===== src/verilog/stb_pkg.sv =====
package stb_pkg;
  // Register indices as printed; byte address is four times the index
  localparam logic [9:0] STB_IDX_TIMING_A = 10'h31A;
  localparam logic [9:0] STB_IDX_TIMING_B = 10'h31B;
  localparam logic [9:0] STB_IDX_OFF_DUAL_FIRST = 10'h344;
  localparam logic [9:0] STB_IDX_OFF_DUAL_SECOND = 10'h346;
  localparam logic [9:0] STB_IDX_OFF_SINGLE_FIRST = 10'h348;
  localparam logic [9:0] STB_IDX_CONTROL = 10'h360;
  localparam logic [9:0] STB_IDX_STATUS = 10'h361;
  // Field widths and positions
  localparam int STB_TW = 8;
  localparam int STB_OW = 12;
  localparam int STB_RW = 16;
  localparam int STB_CTL_SINGLE = 0;
  localparam int STB_CTL_SECOND = 1;
  localparam int STB_CTL_FGCAL = 2;
  localparam int STB_CTL_RELOAD = 3;
  localparam int STB_ST_LOADED = 3;
  // Reset values before the fuse load lands
  localparam logic [STB_TW-1:0] STB_TIMING_RST = 8'h00;
  localparam logic [STB_RW-1:0] STB_OFFSET_RST = 16'h0000;
  localparam logic [31:0] STB_ZERO_WORD = 32'h00000000;
  // Fuse load sequencer
  typedef enum logic [1:0] {
    STB_LOAD = 2'b01,
    STB_RUN = 2'b10
  } stb_state_type;
endpackage : stb_pkg


===== src/verilog/stb_trim_if.sv =====
`timescale 1ns/100ps
interface stb_trim_if;
  import stb_pkg::*;
  // Stored trims and operating mode
  logic [STB_TW-1:0] timing_a;
  logic [STB_TW-1:0] timing_b;
  logic [STB_RW-1:0] off_dual_first;
  logic [STB_RW-1:0] off_dual_second;
  logic [STB_RW-1:0] off_single_first;
  logic single_mode;
  logic second_input;
  logic fg_cal_en;
  // Selected trims
  logic [STB_TW-1:0] sel_timing_a;
  logic [STB_TW-1:0] sel_timing_b;
  logic [STB_OW-1:0] sel_offset_a;
  logic timing_used;
  logic offset_used;
  modport regs (output timing_a, timing_b, off_dual_first, off_dual_second, off_single_first,
    single_mode, second_input, fg_cal_en,
    input sel_timing_a, sel_timing_b, sel_offset_a, timing_used, offset_used);
  modport sel (input timing_a, timing_b, off_dual_first, off_dual_second, off_single_first,
    single_mode, second_input, fg_cal_en,
    output sel_timing_a, sel_timing_b, sel_offset_a, timing_used, offset_used);
endinterface : stb_trim_if


===== src/verilog/stb_trim_select.sv =====
`timescale 1ns/100ps
module stb_trim_select
  import stb_pkg::*;
(
  // Stored trims in, selection out
  stb_trim_if.sel trim
);
  // Timing trims of this bank only cover single-channel, calibrated, second input
  always_comb begin
    trim.timing_used = trim.single_mode && trim.fg_cal_en && trim.second_input;
    trim.sel_timing_a = trim.timing_used ? trim.timing_a : STB_TIMING_RST;
    trim.sel_timing_b = trim.timing_used ? trim.timing_b : STB_TIMING_RST;
  end

  // Offset for core A; only bits 11:0 reach the core
  always_comb begin
    trim.offset_used = 1'b0;
    trim.sel_offset_a = STB_OFFSET_RST[STB_OW-1:0];
    if (trim.fg_cal_en) begin
      if (!trim.single_mode && !trim.second_input) begin
        trim.offset_used = 1'b1;
        trim.sel_offset_a = trim.off_dual_first[STB_OW-1:0];
      end else if (!trim.single_mode) begin
        trim.offset_used = 1'b1;
        trim.sel_offset_a = trim.off_dual_second[STB_OW-1:0];
      end else if (!trim.second_input) begin
        trim.offset_used = 1'b1;
        trim.sel_offset_a = trim.off_single_first[STB_OW-1:0];
      end
    end
  end
endmodule : stb_trim_select


===== src/verilog/stb_trim_bank.sv =====
// Added by the designer: the APB register port.
`timescale 1ns/100ps
module stb_trim_bank
  import stb_pkg::*;
(
  // Clock, reset, enable
  input wire logic pclk,
  input wire logic presetn,
  input wire logic pclk_en,
  // APB slave
  input wire logic psel,
  input wire logic penable,
  input wire logic pwrite,
  input wire logic [11:0] paddr,
  input wire logic [31:0] pwdata,
  input wire logic [3:0] pstrb,
  output logic [31:0] prdata,
  output logic pready,
  output logic pslverr,
  // Fuse storage defaults
  input wire logic [STB_TW-1:0] fuse_timing_a,
  input wire logic [STB_TW-1:0] fuse_timing_b,
  input wire logic [STB_OW-1:0] fuse_off_dual_first,
  input wire logic [STB_OW-1:0] fuse_off_dual_second,
  input wire logic [STB_OW-1:0] fuse_off_single_first,
  // Trims toward the converter cores
  output logic [STB_TW-1:0] core_a_timing,
  output logic [STB_TW-1:0] core_b_timing,
  output logic [STB_OW-1:0] core_a_offset,
  output logic timing_applied,
  output logic offset_applied
);
  stb_trim_if trim ();
  stb_state_type state;
  logic [31:0] ctrl_word;
  logic reload;
  logic setup;
  logic access;
  logic wr;
  logic [9:0] idx;

  // Merge one write with byte strobes into a stored value
  function automatic logic [STB_RW-1:0] merge16(input logic [STB_RW-1:0] old,
                                                input logic [31:0] data,
                                                input logic [3:0] strb);
    merge16 = old;
    if (strb[0]) merge16[7:0] = data[7:0];
    if (strb[1]) merge16[15:8] = data[15:8];
  endfunction : merge16

  // Address is word aligned; low two bits ignored
  function automatic logic mapped(input logic [9:0] i);
    mapped = (i == STB_IDX_TIMING_A) || (i == STB_IDX_TIMING_B) ||
             (i == STB_IDX_OFF_DUAL_FIRST) || (i == STB_IDX_OFF_DUAL_SECOND) ||
             (i == STB_IDX_OFF_SINGLE_FIRST) || (i == STB_IDX_CONTROL) ||
             (i == STB_IDX_STATUS);
  endfunction : mapped

  // Bus phases; a frozen clock enable stretches the access
  assign idx = paddr[11:2];
  assign setup = psel && !penable && pclk_en;
  assign access = psel && penable && pclk_en;
  assign wr = access && pwrite && !pslverr;
  assign pready = pclk_en;
  assign pslverr = psel && penable && !mapped(idx);
  assign reload = wr && (idx == STB_IDX_CONTROL) && pstrb[0] && pwdata[STB_CTL_RELOAD];

  // Fuse load after reset release, again on a reload request
  always_ff @(posedge pclk or negedge presetn) begin
    if (!presetn) begin
      state <= STB_LOAD;
    end else if (pclk_en) begin
      case (state)
        STB_LOAD: state <= STB_RUN;
        STB_RUN: state <= reload ? STB_LOAD : STB_RUN;
        default: state <= STB_LOAD;
      endcase
    end
  end

  // Timing trims: fuse default, then software may override
  always_ff @(posedge pclk or negedge presetn) begin
    if (!presetn) begin
      trim.timing_a <= STB_TIMING_RST;
      trim.timing_b <= STB_TIMING_RST;
    end else if (pclk_en) begin
      if (state == STB_LOAD) begin
        trim.timing_a <= fuse_timing_a;
        trim.timing_b <= fuse_timing_b;
      end else if (wr && pstrb[0]) begin
        if (idx == STB_IDX_TIMING_A) trim.timing_a <= pwdata[STB_TW-1:0];
        if (idx == STB_IDX_TIMING_B) trim.timing_b <= pwdata[STB_TW-1:0];
      end
    end
  end

  // Offset trims; reserved bits store but never reach a core
  always_ff @(posedge pclk or negedge presetn) begin
    if (!presetn) begin
      trim.off_dual_first <= STB_OFFSET_RST;
      trim.off_dual_second <= STB_OFFSET_RST;
      trim.off_single_first <= STB_OFFSET_RST;
    end else if (pclk_en) begin
      if (state == STB_LOAD) begin
        trim.off_dual_first <= {4'h0, fuse_off_dual_first};
        trim.off_dual_second <= {4'h0, fuse_off_dual_second};
        trim.off_single_first <= {4'h0, fuse_off_single_first};
      end else if (wr) begin
        if (idx == STB_IDX_OFF_DUAL_FIRST)
          trim.off_dual_first <= merge16(trim.off_dual_first, pwdata, pstrb);
        if (idx == STB_IDX_OFF_DUAL_SECOND)
          trim.off_dual_second <= merge16(trim.off_dual_second, pwdata, pstrb);
        if (idx == STB_IDX_OFF_SINGLE_FIRST)
          trim.off_single_first <= merge16(trim.off_single_first, pwdata, pstrb);
      end
    end
  end

  // Operating mode control; reload bit is a write pulse only
  always_ff @(posedge pclk or negedge presetn) begin
    if (!presetn) begin
      trim.single_mode <= 1'b0;
      trim.second_input <= 1'b0;
      trim.fg_cal_en <= 1'b0;
    end else if (pclk_en && wr && pstrb[0] && idx == STB_IDX_CONTROL) begin
      trim.single_mode <= pwdata[STB_CTL_SINGLE];
      trim.second_input <= pwdata[STB_CTL_SECOND];
      trim.fg_cal_en <= pwdata[STB_CTL_FGCAL];
    end
  end

  stb_trim_select u_select (
    .trim(trim)
  );

  // Applied trims are registered so the cores see glitch-free values
  always_ff @(posedge pclk or negedge presetn) begin
    if (!presetn) begin
      core_a_timing <= STB_TIMING_RST;
      core_b_timing <= STB_TIMING_RST;
      core_a_offset <= STB_OFFSET_RST[STB_OW-1:0];
      timing_applied <= 1'b0;
      offset_applied <= 1'b0;
    end else if (pclk_en) begin
      core_a_timing <= trim.sel_timing_a;
      core_b_timing <= trim.sel_timing_b;
      core_a_offset <= trim.sel_offset_a;
      timing_applied <= trim.timing_used;
      offset_applied <= trim.offset_used;
    end
  end

  // Read data captured in the setup phase, held through the access
  always_comb begin
    ctrl_word = STB_ZERO_WORD;
    ctrl_word[STB_CTL_SINGLE] = trim.single_mode;
    ctrl_word[STB_CTL_SECOND] = trim.second_input;
    ctrl_word[STB_CTL_FGCAL] = trim.fg_cal_en;
  end

  always_ff @(posedge pclk or negedge presetn) begin
    if (!presetn) begin
      prdata <= STB_ZERO_WORD;
    end else if (setup) begin
      case (idx)
        STB_IDX_TIMING_A: prdata <= {24'h000000, trim.timing_a};
        STB_IDX_TIMING_B: prdata <= {24'h000000, trim.timing_b};
        STB_IDX_OFF_DUAL_FIRST: prdata <= {16'h0000, trim.off_dual_first};
        STB_IDX_OFF_DUAL_SECOND: prdata <= {16'h0000, trim.off_dual_second};
        STB_IDX_OFF_SINGLE_FIRST: prdata <= {16'h0000, trim.off_single_first};
        STB_IDX_CONTROL: prdata <= ctrl_word;
        STB_IDX_STATUS: prdata <= {28'h0000000, (state == STB_RUN), 1'b0,
                                   trim.offset_used, trim.timing_used};
        default: prdata <= STB_ZERO_WORD;
      endcase
    end
  end

  // Checks; the load check also needs reset released, so the last reset edge is not a load
  chk_fuse_load: assert property (@(posedge pclk) disable iff (!presetn)
    (presetn && pclk_en && state == STB_LOAD) |=> (trim.timing_a == $past(fuse_timing_a)))
    else $error("timing trim not loaded from fuse");
  chk_write_takes: assert property (@(posedge pclk) disable iff (!presetn)
    (wr && state == STB_RUN && pstrb[0] && idx == STB_IDX_TIMING_B)
      |=> (trim.timing_b == $past(pwdata[STB_TW-1:0])))
    else $error("timing write lost");
  chk_timing_a_sel: assert property (@(posedge pclk) disable iff (!presetn)
    (pclk_en && trim.single_mode && trim.fg_cal_en && trim.second_input)
      |=> (core_a_timing == $past(trim.timing_a)) && timing_applied)
    else $error("core A timing not applied");
  chk_timing_b_sel: assert property (@(posedge pclk) disable iff (!presetn)
    (pclk_en && trim.timing_used) |=> (core_b_timing == $past(trim.timing_b)))
    else $error("core B timing not applied");
  chk_dual_first: assert property (@(posedge pclk) disable iff (!presetn)
    (pclk_en && !trim.single_mode && trim.fg_cal_en && !trim.second_input)
      |=> (core_a_offset == $past(trim.off_dual_first[STB_OW-1:0])))
    else $error("dual first offset wrong");
  chk_dual_second: assert property (@(posedge pclk) disable iff (!presetn)
    (pclk_en && !trim.single_mode && trim.fg_cal_en && trim.second_input)
      |=> (core_a_offset == $past(trim.off_dual_second[STB_OW-1:0])))
    else $error("dual second offset wrong");
  chk_single_first: assert property (@(posedge pclk) disable iff (!presetn)
    (pclk_en && trim.single_mode && trim.fg_cal_en && !trim.second_input)
      |=> (core_a_offset == $past(trim.off_single_first[STB_OW-1:0])) && offset_applied)
    else $error("single first offset wrong");
  chk_no_cal_idle: assert property (@(posedge pclk) disable iff (!presetn)
    (pclk_en && !trim.fg_cal_en) |=> !timing_applied && !offset_applied)
    else $error("trim applied without calibration");
  chk_timing_hold: assert property (@(posedge pclk) disable iff (!presetn)
    (!pclk_en) |=> $stable(core_a_timing) && $stable(core_b_timing))
    else $error("timing moved while frozen");
endmodule : stb_trim_bank


===== config.mk =====
export PLATFORM = sky130hd
export DESIGN_NAME = stb_trim_bank
export DESIGN_NICKNAME = d
export VERILOG_FILES = /design/src/verilog/stb_pkg.sv /design/src/verilog/stb_trim_if.sv /design/src/verilog/stb_trim_select.sv /design/src/verilog/stb_trim_bank.sv
export SDC_FILE = /design/constraint.sdc
export NUM_CORES = 1
export LEC_CHECK = 0
export BUFFER_PORTS_ARGS = -buffer_cell sky130_fd_sc_hd__buf_4
export CAP_MARGIN = 20
export CELL_PAD_IN_SITES_DETAIL_PLACEMENT = 1
export CELL_PAD_IN_SITES_GLOBAL_PLACEMENT = 2
export CORE_UTILIZATION = 33
export DETAILED_ROUTE_END_ITERATION = 10
export PLACE_DENSITY = 0.87
export SYNTH_ARGS = -nofsm -noshare
export SYNTH_HDL_FRONTEND = slang
export SYNTH_HIERARCHICAL = 1
export SYNTH_SLANG_ARGS = --single-unit

===== constraint.sdc =====
create_clock -name pclk -period 2.4 [get_ports pclk]
set_input_delay 0.12 -clock pclk [delete_from_list [all_inputs] [get_ports pclk]]
set_output_delay 0.12 -clock pclk [all_outputs]
set_load 0.1 [all_outputs]

==> flow_summary.json <==
{
  "setup_tns_ns": 0,
  "cts_post_setup_buffers_inserted": 0,
  "antenna_cells": 0,
  "fp.dieW_um": 141.1,
  "synth_simple_gate_area_share_pct": 15.83,
  "cp_cell_sequence": "ha_2, a21oi_1, a2111oi_4, nor2_2, mux2_1",
  "nFillCells": 2119,
  "leakagePower_nw": 4.010,
  "finalHoldViolCount": 0,
  "cp_slowest_cell": "a2111oi_4",
  "dr.first_iter.drc_count": 222,
  "setup.worst_path.end": "trim.off_dual_first[9]",
  "cts.clk_slew.worst_paths_ns": 0.06,
  "timing.rr.start": "state[0]",
  "numCtsBuffers": 17,
  "finalSetupViolCount": 0,
  "die_area_um2": 19920,
  "netlist_area_um2": 6387,
  "viasPerCell": 5.120,
  "seq_area_frac_synth_pct": 45.07,
  "maxCapViolations": 0,
  "ys.flop_type": "dfrtp_1",
  "min_period_ns": 2.150,
  "synth-compound-area-share_pct": 14.06,
  "cts_tree": "built",
  "cp-end-kind": "flip-flop",
  "max_freq_mhz": 465.0,
  "reg2regPathDepth": 5,
  "grt_pass1_wl_um": 31800,
  "gp_congestion": 0.7932,
  "nNetsFinal": 888,
  "ant_nets": 0,
  "outcome": "finished clean",
  "crit_buf_inv": 0,
  "clockBufferDepth": 2,
  "synth-seq-cells": 115,
  "h-tree-depth": 4,
  "dieHeight_um": 141.1,
  "muxShareOfSynthArea_pct": 18.69,
  "tightestPinTransition_ns": 0.7110,
  "slew_viol_final": 0,
  "rows": 50,
  "power_mw": 7.819,
  "wl_per_cell_um": 18.90,
  "critPathKind": "flip-flop to flip-flop",
  "path_depth": 5,
  "cp.required_ns": 2.70,
  "ys_warn_count": 6,
  "io_pins": 170,
  "clock_sinks": 115,
  "yosysUniqueCellTypes": 56,
  "worst_path_largest_cell_delay_ns": 0.63,
  "grt_setup_unrepaired": "false",
  "grt_pass1_vias": 5879,
  "powerDensity_nw_per_um2": 929.7,
  "critPathLaunchType": "flip-flop",
  "ys_async_sr_fraction_pct": 100.0,
  "hpwl_um": 14430,
  "dr.pass1.iters": 4,
  "gr-usage-all-layers_pct": 20.87,
  "worstSkewPairLatency_ns": 0.43,
  "cp.arrival_ns": 2.45,
  "syn_avg_cell_area_um2": 10.25,
  "hp-start": "pwdata[9]",
  "synth_edf_count": 0,
  "finClkSkew_ns": 0.009116,
  "synth-xor-area-share_pct": 0,
  "hp-class": "input pin to flip-flop",
  "grt-ovfl-total": 0,
  "synth_top_family_by_area": "multiplexers",
  "fin_crit_sh_pct": 89.60,
  "antenna_found_initial": 0,
  "grt_max_degree": 50,
  "remaining_drc_errors": 0,
  "coreArea_um2": 18830,
  "timing.hold.ws_ns": 0.01968,
  "slew_headroom_pct": 52.60,
  "num_vias": 5391,
  "r2r_end": "trim.off_dual_first[9]",
  "synth_cells": 623,
  "drive_gt1_share_pct": 35.56,
  "rrSetupSlack_ns": 0.25,
  "area_growth_syn_to_layout_pct": 31.67,
  "cpLargestDelayFamily": "compound AO/OA/AOI/OAI gates",
  "portBuffers": 133,
  "synth-adder-area-share_pct": 0.3918,
  "cts_root_buf": "clkbuf_16",
  "vdd_drop_max_uv": 554.7,
  "start_util_pct": 33.92,
  "crit_fanout": 9,
  "worstSetupStartpoint": "state[0]",
  "drt_wl_total_um": 19910
}
-- cells in the final DEF, fill, tap and decap left out, drive strengths merged, types with 3 or more instances in the layout --
| master | n |
|---|---|
| nor3b | 7 |
| and2 | 31 |
| o22ai | 17 |
| a31oi | 8 |
| and4b | 3 |
| conb | 16 |
| mux2 | 74 |
| nand2 | 96 |
| a22oi | 12 |
| clkbuf | 17 |
| a311o | 4 |
| a21oi | 31 |
| buf | 154 |
| mux2i | 36 |
| nand3b | 14 |
| clkinv | 4 |
| nor2 | 26 |
| a21o | 8 |
| dlygate4sd3 | 24 |
| o2bb2ai | 8 |
| inv | 21 |
| dfrtp | 114 |
| nor2b | 5 |
| o21ai | 33 |
-- cell type report --
type                       count  area, µm²  area share (%)
sequential                   115       2879           34.23
multi-input combinational    456       3191           37.94
inverter                      12      45.04          0.5356
tap                          260      325.3           3.868
clock inverter                15      136.4           1.622
timing repair buffer         178       1409           16.75
clock buffer                  17      425.4           5.058
-- kinds of logic (layout without fill, tap and decap cells) --
| logic type | count (synthesis) | in the layout |
|---|---|---|
| AND/OR/NAND/NOR | 194 | 194 |
| multiplexers | 110 | 110 |
| other | 1 | 16 |
| adder cells (fa/ha/maj) | 2 | 2 |
| buffers and inverters | 67 | 222 |
| AO/OA/AOI/OAI | 134 | 134 |
| flip-flops | 115 | 115 |
-- cells in the mapped netlist, types with 2 or more instances --
library cell | count | share of area (%)
nor2b_1 | 5 | 0.49
nor2_1 | 25 | 1.5
o22ai_1 | 17 | 1.7
nand3b_1 | 14 | 1.6
nand2_1 | 95 | 5.6
nand4b_1 | 2 | 0.27
and4_1 | 2 | 0.27
mux2_2 | 73 | 13
and2_4 | 9 | 1.2
a22oi_1 | 12 | 1.4
a32o_1 | 2 | 0.31
buf_6 | 3 | 0.53
nor3b_1 | 6 | 0.71
inv_1 | 12 | 0.71
buf_4 | 17 | 2.0
a21o_1 | 8 | 0.94
ha_1 | 2 | 0.39
mux2i_1 | 36 | 5.6
and2_1 | 22 | 2.2
a31oi_1 | 8 | 0.78
a21oi_1 | 28 | 2.2
buf_2 | 8 | 0.63
o21ai_0 | 33 | 2.6
and4b_1 | 3 | 0.47
clkbuf_1 | 18 | 1.1
nor4b_2 | 2 | 0.47
a311o_1 | 4 | 0.63
dfrtp_1 | 114 | 45
a21oi_2 | 3 | 0.41
a222oi_1 | 2 | 0.31
o2bb2ai_1 | 8 | 1.1
buf_1 | 6 | 0.35
-- how the worst min path moves through the flow --
| stage | cells after the start | slack [ns] | to |
|---|---|---|---|
| after floorplan | 0 | -0.18 | core_a_offset[0] |
| after global placement | 1 | 0.19 | core_a_offset[7] |
| after detailed placement | 1 | 0.20 | core_a_offset[7] |
| after CTS | 3 | 0.005 | trim.off_single_first[4] |
| after global routing | 3 | 0.02 | trim.off_single_first[9] |
| final | 3 | 0.02 | trim.off_single_first[9] |
-- tightest hold or removal path, delay by kind of cell --
kind / cells / cell delay [ns]
AO/OA/AOI/OAI: 1 / 0.13
multiplexers: 1 / 0.05
buffers and inverters: 1 / 0.09
-- what timing repair did --
item | in CTS | in global routing
endpoints found under the setup margin | 0 | 0
hold endpoints to repair | 71 | 1
hold buffers | 23 | 1
resized for setup | 0 | 0
-- metal layers --
| layer | routed length (µm) | track usage [%] |
|---|---|---|
| met5 | 0 | 0 |
| met4 | 255 | 6.922 |
| met3 | 668 | 4.144 |
| met2 | 9761 | 34.52 |
| met1 | 9220 | 27.23 |
-- through the flow --
stage / utilization, % / worst slack [ns] / cell area, µm² / cells
6_report: 44.66 / 0.2496 / 8411 / 1053
5_1_grt: 44.66 / 0.1552 / 8411 / 1053
4_1_cts: 44.61 / 0.2821 / 8401 / 1052
3_5_place_dp: 40.41 / 0.2162 / 7609 / 997
3_3_place_gp: 40.41 / 0.2789 / 7609 / 997
2_1_floorplan: - / 0.2776 / 6444 / 638
-- report_power, final --
part / total [mW] / switching, mW / internal (mW)
sequential: 2.95 / 0.464 / 2.49
clock: 2.42 / 1.05 / 1.36
combinational: 2.45 / 1.40 / 1.04
-- flip-flops by register name, summed over array words and instances (netlist names), 2 cells and up --
signal / cells
trim.off_dual_first: 16
trim.timing_a: 8
core_a_timing: 8
prdata: 16
trim.off_single_first: 16
trim.timing_b: 8
core_a_offset: 12
core_b_timing: 8
state: 2
trim.off_dual_second: 16
(Power assumes the default switching activity.)
